### src/rtl/tcc_defines.vh
`ifndef TCC_DEFINES_VH
`define TCC_DEFINES_VH

// ----------------------------------------------------------------
// Register byte addresses
// ----------------------------------------------------------------
`define TCC_ADDR_SC0      8'h45
`define TCC_ADDR_CH0H     8'h46
`define TCC_ADDR_CH0L     8'h47
`define TCC_ADDR_SC1      8'h48
`define TCC_ADDR_CH1H     8'h49
`define TCC_ADDR_CH1L     8'h4A

// ----------------------------------------------------------------
// Status and control field positions
// ----------------------------------------------------------------
`define TCC_BIT_FLAG      7
`define TCC_BIT_IE        6
`define TCC_BIT_BUF       5
`define TCC_BIT_MSA       4
`define TCC_BIT_ELSH      3
`define TCC_BIT_ELSL      2
`define TCC_BIT_TOV       1
`define TCC_BIT_MAX       0

// ----------------------------------------------------------------
// Edge/level encodings
// ----------------------------------------------------------------
`define TCC_ELS_OFF       2'h0
`define TCC_ELS_RISE      2'h1
`define TCC_ELS_FALL      2'h2
`define TCC_ELS_ANY       2'h3
`define TCC_ELS_TOGGLE    2'h1
`define TCC_ELS_CLEAR     2'h2
`define TCC_ELS_SET       2'h3

// ----------------------------------------------------------------
// Reset values
// ----------------------------------------------------------------
`define TCC_RST_BIT       1'h0
`define TCC_RST_ELS       2'h0
`define TCC_RST_BYTE      8'h00
`define TCC_RST_SYNC      3'h0
`define TCC_RST_LEVEL     1'h1
`define TCC_RST_OE_N      1'h1

`endif

### src/rtl/tcc_channels.v
// The plain strobed port was left to the implementer.
`timescale 1ns/1ps
`include "tcc_defines.vh"

module tcc_channels
(
	input  wire        core_clk,          // Bus clock, 250 MHz
	input  wire        reset,             // Synchronous reset, high
	input  wire [7:0]  regAddr,           // Register byte address
	input  wire [7:0]  regWrData,         // Register write data
	input  wire        regWr,             // Write strobe
	input  wire        regRd,             // Read strobe
	output wire [7:0]  regRdData,         // Read data, cycle after strobe
	input  wire [15:0] counterValue,      // Shared 16-bit counter
	input  wire        counterOverflow,   // Counter rollover pulse
	input  wire        counterStop,       // Counter stop level
	input  wire        counterReset,      // Counter reset pulse
	input  wire [1:0]  chPinIn,           // Channel pins, asynchronous
	output wire [1:0]  chPinOut,          // Channel pin drive level
	output wire [1:0]  chPinOe_n,         // Pin enable, low drives
	output wire [1:0]  irqReq             // Per-channel interrupt request
);

	// ----------------------------------------------------------------
	// Shared state
	// ----------------------------------------------------------------
	reg  [7:0]  rdData_q;                 // Registered read data
	reg         bufMode_q;                // Buffered mode, channel 0 only
	reg         pendSel_q;                // Pair last completed by software
	reg         activeSel_q;              // Pair used as compare value
	wire [31:0] chValue;                  // Both value pairs
	wire [15:0] rdSlice;                  // Read contributions per channel
	wire        ch0LoWr;                  // Channel 0 low byte write
	wire        ch1LoWr;                  // Channel 1 low byte write
	wire        sc0Wr;                    // Channel 0 control write

	assign ch0LoWr = regWr && (regAddr == `TCC_ADDR_CH0L);
	assign ch1LoWr = regWr && (regAddr == `TCC_ADDR_CH1L);
	assign sc0Wr   = regWr && (regAddr == `TCC_ADDR_SC0);
	assign regRdData = rdData_q;

	// ----------------------------------------------------------------
	// Buffered mode select and pair steering
	// ----------------------------------------------------------------

	// Buffer bit lives only in the channel 0 control byte
	always @(posedge core_clk)
	begin
		if (reset)
		begin
			bufMode_q <= `TCC_RST_BIT;
		end
		else if (sc0Wr)
		begin
			bufMode_q <= regWrData[`TCC_BIT_BUF];
		end
	end

	// Completed low-byte write marks the pair to use next
	always @(posedge core_clk)
	begin
		if (reset)
		begin
			pendSel_q <= `TCC_RST_BIT;
		end
		else if (ch1LoWr)
		begin
			pendSel_q <= 1'b1;
		end
		else if (ch0LoWr)
		begin
			pendSel_q <= 1'b0;
		end
	end

	// Swap only at a period boundary, so a half-written pair never matches
	always @(posedge core_clk)
	begin
		if (reset)
		begin
			activeSel_q <= `TCC_RST_BIT;
		end
		else if (counterOverflow || counterReset)
		begin
			activeSel_q <= pendSel_q;
		end
	end

	// ----------------------------------------------------------------
	// Read data register
	// ----------------------------------------------------------------

	// Data stand only in the cycle after the strobe, zero otherwise
	always @(posedge core_clk)
	begin
		if (reset)
		begin
			rdData_q <= `TCC_RST_BYTE;
		end
		else if (regRd)
		begin
			rdData_q <= rdSlice[7:0] | rdSlice[15:8];
		end
		else
		begin
			rdData_q <= `TCC_RST_BYTE;
		end
	end

	// ----------------------------------------------------------------
	// Per-channel logic
	// ----------------------------------------------------------------
	genvar i;
	generate
		for (i = 0; i < 2; i = i + 1)
		begin : g_ch
			localparam [7:0] SC_ADDR = (i == 0) ? `TCC_ADDR_SC0  : `TCC_ADDR_SC1;
			localparam [7:0] HI_ADDR = (i == 0) ? `TCC_ADDR_CH0H : `TCC_ADDR_CH1H;
			localparam [7:0] LO_ADDR = (i == 0) ? `TCC_ADDR_CH0L : `TCC_ADDR_CH1L;

			reg        flag_q;            // Channel event flag
			reg        armed_q;           // Flag seen set by a status read
			reg        ie_q;              // Channel interrupt enable
			reg        msa_q;             // Mode select A
			reg  [1:0] els_q;             // Edge/level select
			reg        tov_q;             // Toggle on overflow
			reg        max_q;             // Max duty force, as written
			reg        maxEff_q;          // Max duty, applied this period
			reg  [7:0] valHi_q;           // Value high byte
			reg  [7:0] valLo_q;           // Value low byte
			reg        capBlock_q;        // Captures held off
			reg        cmpBlock_q;        // Compares held off
			reg        matchPrev_q;       // Match seen last cycle
			reg  [2:0] sync_q;            // Pin synchroniser chain
			reg        pinLvl_q;          // Last agreed pin level
			reg        outLvl_q;          // Channel output state
			reg        oeN_q;             // Pin enable, low drives
			reg        irq_q;             // Interrupt request
			reg  [7:0] rd;                // Read contribution

			wire       scOff;             // Control register disabled
			wire       bufSel;            // This channel runs buffered
			wire       scWr;              // Control write
			wire       scRd;              // Control read
			wire       hiWr;              // High byte write
			wire       loWr;              // Low byte write
			wire       hiRd;              // High byte read
			wire       loRd;              // Low byte read
			wire       modeZero;          // Mode bits both zero
			wire       capMode;           // Input capture active
			wire       cmpMode;           // Output compare or PWM active
			wire       stable;            // Second and third stage agree
			wire       rise;              // Qualified rising edge
			wire       fall;              // Qualified falling edge
			wire       edgeHit;           // Selected edge seen
			wire       capEvt;            // Capture taken
			wire [15:0] cmpVal;           // Value compared against
			wire       matchNow;          // Counter equals compare value
			wire       cmpEvt;            // Compare event, one pulse
			wire       ovfAct;            // Overflow toggle due
			wire       evt;               // Any channel event

			// Channel 1 shuts down while channel 0 runs buffered
			assign scOff    = (i == 1) && bufMode_q;
			assign bufSel   = (i == 0) && bufMode_q;
			assign scWr     = regWr && (regAddr == SC_ADDR) && !scOff;
			assign scRd     = regRd && (regAddr == SC_ADDR) && !scOff;
			assign hiWr     = regWr && (regAddr == HI_ADDR);
			assign loWr     = regWr && (regAddr == LO_ADDR);
			assign hiRd     = regRd && (regAddr == HI_ADDR);
			assign loRd     = regRd && (regAddr == LO_ADDR);
			assign modeZero = !bufSel && !msa_q;

			// Mode decode: edge field off means no mode at all
			assign capMode = (els_q != `TCC_ELS_OFF) && modeZero && !scOff;
			assign cmpMode = (els_q != `TCC_ELS_OFF) && !modeZero && !scOff;

			// Edge found only once the later stages agree, filtering glitches
			assign stable = (sync_q[1] == sync_q[2]);
			assign rise   = stable && sync_q[2] && !pinLvl_q;
			assign fall   = stable && !sync_q[2] && pinLvl_q;
			assign edgeHit = capMode &&
				(((els_q == `TCC_ELS_RISE) && rise) ||
				 ((els_q == `TCC_ELS_FALL) && fall) ||
				 ((els_q == `TCC_ELS_ANY) && (rise || fall)));
			assign capEvt = edgeHit && !counterStop && !capBlock_q;

			// Buffered channel 0 compares against the active pair
			if (i == 0)
			begin : g_sel
				assign cmpVal = bufMode_q ? (activeSel_q ? chValue[31:16] : chValue[15:0])
				                          : {valHi_q, valLo_q};
			end
			else
			begin : g_own
				assign cmpVal = {valHi_q, valLo_q};
			end

			// Counter may sit on one value for many clocks; pulse once
			assign matchNow = cmpMode && (counterValue == cmpVal) && !cmpBlock_q;
			assign cmpEvt   = matchNow && !matchPrev_q;
			assign ovfAct   = cmpMode && tov_q && counterOverflow;
			assign evt      = capEvt || cmpEvt;
			assign chValue[i*16 +: 16] = {valHi_q, valLo_q};

			// Pin synchroniser, first stage read by the second only
			always @(posedge core_clk)
			begin
				if (reset)
				begin
					sync_q   <= `TCC_RST_SYNC;
					pinLvl_q <= `TCC_RST_BIT;
				end
				else
				begin
					sync_q <= {sync_q[1:0], chPinIn[i]};
					if (stable)
					begin
						pinLvl_q <= sync_q[2];
					end
				end
			end

			// Control fields; disabled register ignores writes
			always @(posedge core_clk)
			begin
				if (reset)
				begin
					ie_q  <= `TCC_RST_BIT;
					msa_q <= `TCC_RST_BIT;
					els_q <= `TCC_RST_ELS;
					tov_q <= `TCC_RST_BIT;
					max_q <= `TCC_RST_BIT;
				end
				else if (scWr)
				begin
					ie_q  <= regWrData[`TCC_BIT_IE];
					msa_q <= regWrData[`TCC_BIT_MSA];
					els_q <= regWrData[`TCC_BIT_ELSH:`TCC_BIT_ELSL];
					tov_q <= regWrData[`TCC_BIT_TOV];
					max_q <= regWrData[`TCC_BIT_MAX];
				end
			end

			// Event flag: set wins over clear, writing one does nothing
			always @(posedge core_clk)
			begin
				if (reset)
				begin
					flag_q <= `TCC_RST_BIT;
				end
				else if (evt)
				begin
					flag_q <= 1'b1;
				end
				else if (scWr && !regWrData[`TCC_BIT_FLAG] && armed_q)
				begin
					flag_q <= 1'b0;
				end
			end

			// Clear sequence: a new event disarms, so the zero write misses
			always @(posedge core_clk)
			begin
				if (reset)
				begin
					armed_q <= `TCC_RST_BIT;
				end
				else if (evt)
				begin
					armed_q <= 1'b0;
				end
				else if (scRd && flag_q)
				begin
					armed_q <= 1'b1;
				end
				else if (scWr)
				begin
					armed_q <= 1'b0;
				end
			end

			// Value pair: capture loads it, software writes byte-wise
			always @(posedge core_clk)
			begin
				if (reset)
				begin
					valHi_q <= `TCC_RST_BYTE;
					valLo_q <= `TCC_RST_BYTE;
				end
				else if (capEvt)
				begin
					valHi_q <= counterValue[15:8];
					valLo_q <= counterValue[7:0];
				end
				else
				begin
					if (hiWr)
					begin
						valHi_q <= regWrData;
					end
					if (loWr)
					begin
						valLo_q <= regWrData;
					end
				end
			end

			// Half-read and half-written pairs hold off events
			always @(posedge core_clk)
			begin
				if (reset)
				begin
					capBlock_q <= `TCC_RST_BIT;
					cmpBlock_q <= `TCC_RST_BIT;
				end
				else
				begin
					if (loRd)
					begin
						capBlock_q <= 1'b0;
					end
					else if (hiRd && modeZero)
					begin
						capBlock_q <= 1'b1;
					end
					if (loWr)
					begin
						cmpBlock_q <= 1'b0;
					end
					else if (hiWr && !modeZero)
					begin
						cmpBlock_q <= 1'b1;
					end
				end
			end

			// Match history; counter reset restarts edge finding
			always @(posedge core_clk)
			begin
				if (reset || counterReset)
				begin
					matchPrev_q <= `TCC_RST_BIT;
				end
				else
				begin
					matchPrev_q <= matchNow;
				end
			end

			// Max duty sampled at period start, so it lags one period
			always @(posedge core_clk)
			begin
				if (reset)
				begin
					maxEff_q <= `TCC_RST_BIT;
				end
				else if (counterOverflow || counterReset)
				begin
					maxEff_q <= max_q;
				end
			end

			// Output state; overflow toggle has priority over compare
			always @(posedge core_clk)
			begin
				if (reset)
				begin
					outLvl_q <= `TCC_RST_LEVEL;
				end
				else if (els_q == `TCC_ELS_OFF)
				begin
					outLvl_q <= !msa_q;
				end
				else if (cmpMode)
				begin
					if (ovfAct)
					begin
						outLvl_q <= !outLvl_q;
					end
					else if (maxEff_q && !tov_q)
					begin
						outLvl_q <= 1'b1;
					end
					else if (cmpEvt)
					begin
						case (els_q)
							`TCC_ELS_TOGGLE: outLvl_q <= !outLvl_q;
							`TCC_ELS_CLEAR:  outLvl_q <= 1'b0;
							`TCC_ELS_SET:    outLvl_q <= 1'b1;
							default:         outLvl_q <= outLvl_q;
						endcase
					end
				end
			end

			// Pin driven only in compare modes; else left to port logic
			always @(posedge core_clk)
			begin
				if (reset)
				begin
					oeN_q <= `TCC_RST_OE_N;
				end
				else
				begin
					oeN_q <= !cmpMode;
				end
			end

			// Interrupt request gated by the enable
			always @(posedge core_clk)
			begin
				if (reset)
				begin
					irq_q <= `TCC_RST_BIT;
				end
				else
				begin
					irq_q <= ie_q && flag_q && !scOff;
				end
			end

			// Read contribution; disabled control byte reads zero
			always @*
			begin
				rd = `TCC_RST_BYTE;
				if (scRd)
				begin
					rd = {flag_q, ie_q, bufSel, msa_q, els_q, tov_q, max_q};
				end
				else if (hiRd)
				begin
					rd = valHi_q;
				end
				else if (loRd)
				begin
					rd = valLo_q;
				end
			end

			assign rdSlice[i*8 +: 8] = rd;
			assign chPinOut[i]       = outLvl_q;
			assign chPinOe_n[i]      = oeN_q;
			assign irqReq[i]         = irq_q;
		end
	endgenerate

endmodule // tcc_channels

### config.mk
export PLATFORM = sky130hd
export DESIGN_NAME = tcc_channels
export DESIGN_NICKNAME = d
export VERILOG_FILES = /design/src/rtl/tcc_channels.v
export VERILOG_INCLUDE_DIRS = /design/src /design/src/rtl
export SDC_FILE = /design/constraint.sdc
export NUM_CORES = 1
export LEC_CHECK = 0
export BUFFER_PORTS_ARGS = -buffer_cell sky130_fd_sc_hd__buf_4
export CAP_MARGIN = 20
export CORE_MARGIN = 5
export CORE_UTILIZATION = 50
export CTS_CLUSTER_SIZE = 8
export DETAILED_ROUTE_END_ITERATION = 16
export PLACE_DENSITY = 0.69
export SKIP_LAST_GASP = 1
export SLEW_MARGIN = 10
export SYNTH_ARGS = -nofsm -noshare
export SYNTH_HDL_FRONTEND = slang
export SYNTH_SLANG_ARGS = --single-unit
### constraint.sdc
create_clock -name core_clk -period 2.4 [get_ports core_clk]
set_input_delay 0 -clock core_clk [delete_from_list [all_inputs] [get_ports core_clk]]
set_output_delay 0 -clock core_clk [all_outputs]
set_load 0.03 [all_outputs]
==> flow_metrics.py <==
metrics = {
    "power_and_ir_drop": {
        "report.power.total_mw": 2.55,
        "power_leakage_nw": 2.00,
        "power_density_nw_per_um2": 486,
        "ir_drop_worst_vdd_uv": 259,
    },
    "synth": {
        "synth.cell_area_um2": 4280,
        "synth-adder-area-share": 0.0117,
        "yosys.area_share.xor_xnor": 0.0593,
        "ys_async_sr_fraction": 0,
        "synth.top_cells.by_area": "sky130_fd_sc_hd__dfxtp_1 (38%), sky130_fd_sc_hd__mux2i_1 (6.8%), sky130_fd_sc_hd__nor2_1 (5.9%)",
        "synth_fp_nets": 539,
        "muxShareOfSynthArea": 0.0835,
        "synth_edf_count": 0,
        "synth.yosys.warnings": 0,
        "synthMostInstantiatedCell": "sky130_fd_sc_hd__dfxtp_1",
        "synth.avg_cell_area_um2": 8.67,
        "compound_gate_fraction_of_synth_area": 0.176,
        "seq_area_frac_synth": 0.379,
        "synth_largest_type_area_fraction": 0.379,
        "synth.lib_cells_used.distinct": 60,
        "synth_simple_gate_area_frac": 0.237,
        "synth.largest_area_cell": "sky130_fd_sc_hd__dfxtp_1",
        "synth_top_family_by_area": "simple AND/OR/NAND/NOR gates",
        "netlist_instances": 494,
        "synth_commonest_cells": "sky130_fd_sc_hd__dfxtp_1 (81), sky130_fd_sc_hd__nor2_1 (67), sky130_fd_sc_hd__nand2_1 (58)",
        "yosys_register_bits": 81,
        "synth_flop_cell": "sky130_fd_sc_hd__dfxtp_1",
    },
    "timing": {
        "fin_worst_skew_ns": 0.0110,
        "relSlewSlack": 0.468,
        "final.period_utilization": 0.878,
        "worst_tran_pin_value_ns": 0.799,
        "worst_hold_margin_ns": 0.0249,
        "maxSlewViolCount": 0,
        "post-route-min-period_ns": 2.11,
        "final-setup-viol-count": 0,
        "achievable-frequency_mhz": 474,
        "setup_tns_ns": 0,
        "rsz0062_at_grt": "false",
        "timing.final.hold_violations": 0,
    },
    "grt": {
        "busiest_layer": "met2",
        "grt_overflow_total": 0,
        "grtUsageMet2": 0.426,
        "antenna_found_initial": 0,
        "pin_count_of_the_biggest_net_entering_global_routing": 76,
        "grt_first_pass_wirelength_um": 21000,
        "global_route.usage.met3": 0.0521,
        "grt_use_met1": 0.364,
        "global_route.usage.total": 0.268,
        "first_global_vias": 3778,
    },
    "placed_design": {
        "dpl.cell_count": 627,
        "place.detailed.hpwl_um": 9310,
        "io_buffers": 54,
        "gpl.final_weighted_congestion": 0.904,
    },
    "setup_path": {
        "endpoint_kind_of_the_worst_setup_timing_path": "flop",
        "worstPathMaxFanout": 33,
        "arrival_ns": 2.41,
        "criticalPathCategory": "flop to flop",
        "crit_path_start_kind": "flop",
        "critical_path_required_ns": 2.70,
    },
    "route": {
        "drtPass1Iterations": 5,
        "wl_um": 13400,
        "initialDrtViolationCount": 274,
        "vias_per_cell": 5.90,
        "routed_length_per_placed_instance_um": 19.6,
        "vias_after_detailed_routing": 4011,
        "postRouteAntennaNets": 0,
        "route.detailed.drc": 0,
    },
    "floorplanning": {
        "ios": 55,
        "die_area_um2": 10500,
        "floorplan.initialDensity": 0.516,
        "chipHeight_um": 103,
        "row_count": 33,
        "die_x_um": 103,
        "core_um2": 8300,
    },
    "clock_tree": {
        "insertion_delay_ns": 0.36,
        "deepest_clock_path_buffer_count": 2,
        "cts_htree_levels": 3,
        "cts_setup_buffers": 0,
        "numClockSinks": 81,
        "clockRootBuffer": "sky130_fd_sc_hd__clkbuf_8",
        "worst_setup_hold_path_clk_slew_ns": 0.08,
        "tritoncts_clock_tree": "built",
        "cts_buffers": 9,
    },
    "outcome": {
        "outcome": "completed",
    },
    "final_layout": {
        "proportion_of_layout_cells_with_a_drive_suffix_above_1": 0.177,
        "area_growth_pct": 22.5,
        "finalNetCount": 615,
        "stdcell_count": 680,
        "num_antenna_cells": 0,
    },
    "job": {
        "max_cap_violations": 0,
    },
    "worst_hold_path": {
        "worstHoldPathType": "input port to flop",
    },
}
## final timing paths
check | startpoint | to | slack [ns] | depth (start not counted)
setup / recovery | g_ch[1].sync_q[1] | g_ch[1].valLo_q[7] | 0.29 | 9
hold / removal | counterOverflow | g_ch[1].maxEff_q | 0.02 | 3
setup reg to reg | g_ch[1].sync_q[1] | g_ch[1].valLo_q[7] | 0.29 | 9
hold reg to reg | g_ch[1].sync_q[0] | g_ch[1].sync_q[1] | 0.44 | 1
## logic make-up after synthesis
group	after synthesis
DFF	81
xor gates and xnor gates	29
buffers and inverters	45
and+or+nand+nor	196
adders and majority gates	4
AOI/OAI and AO/OA	104
muxes	35
## power breakdown
part | internal (mW) | leakage (nW) | switching, mW | total [mW]
Clock | 0.438 | 0.0863 | 0.509 | 0.947
Sequential | 1.35 | 0.653 | 0.00345 | 1.35
Combinational | 0.111 | 1.26 | 0.138 | 0.249
Total | 1.90 | 2.00 | 0.651 | 2.55
## metrics by stage
stage | instance area [µm²] | utilization | setup WS (ns)
2_1_floorplan | 4280 | - | 0.633
3_3_place_gp | 4690 | 0.566 | 0.451
5_1_grt | 5250 | 0.632 | 0.112
3_5_place_dp | 4690 | 0.566 | 0.415
4_1_cts | 5250 | 0.632 | 0.315
6_report | 5250 | 0.632 | 0.292
## final cells by class
cell class	instances	area [µm²]
clock inverters	3	23.8
flip-flops and latches	81	1620
fillers	731	3050
repair buffers	99	836
clock buffers	13	159
inverters	11	41.3
multi-input cells	368	2430
well taps	105	131
## registers in the layout, summed over array words and instances, names as in the netlist, 2 cells and up
| register | count |
|---|---|
| g_ch.oeN_q | 2 |
| g_ch.tov_q | 2 |
| g_ch.capBlock_q | 2 |
| g_ch.outLvl_q | 2 |
| g_ch.maxEff_q | 2 |
| g_ch.els_q | 4 |
| g_ch.max_q | 2 |
| g_ch.matchPrev_q | 2 |
| g_ch.armed_q | 2 |
| g_ch.valHi_q | 16 |
| regRdData | 8 |
| g_ch.pinLvl_q | 2 |
| g_ch.sync_q | 6 |
| g_ch.valLo_q | 16 |
| g_ch.cmpBlock_q | 2 |
| g_ch.flag_q | 2 |
| g_ch.ie_q | 2 |
| g_ch.msa_q | 2 |
| g_ch.irq_q | 2 |
## critical path, cell delays in order (launching register included)
cell	delay, ns
sky130_fd_sc_hd__dfxtp_1	0.34
sky130_fd_sc_hd__inv_1	0.06
sky130_fd_sc_hd__ha_1	0.19
sky130_fd_sc_hd__nand3_1	0.07
sky130_fd_sc_hd__o21ai_0	0.08
sky130_fd_sc_hd__nand2_1	0.06
sky130_fd_sc_hd__buf_4	0.32
sky130_fd_sc_hd__nor2_1	0.08
sky130_fd_sc_hd__a311oi_1	0.24
sky130_fd_sc_hd__dlygate4sd3_1	0.59
## what timing repair did
item / CTS / global route
hold buffers: 37 / 0
endpoints found under the hold margin: 51 / 0
resized for setup: 0 / 0
## layout by cell type (no fill, tap or decap), drive strengths merged, types with 5 or more instances in the layout
cell,n
a221oi,6
xor2,21
mux2i,29
a211oi,17
nor2b,7
dfxtp,81
nand3,14
mux2,6
dlygate4sd3,37
a311oi,16
inv,11
nand2b,13
nor3,8
clkbuf,13
xnor2,8
nand2,59
a22oi,7
nor2,69
nor4,5
a21oi,28
buf,62
o21ai,10
## routing by layer
layer	vias up	part of all wire	routed length, µm
met4	0	0.023	307
met1	1918	0.44	5870
met2	155	0.47	6250
li1	1912	-	-
met3	26	0.070	929
met5	-	0	0
No activity file was read; power rests on OpenSTA's default activity.
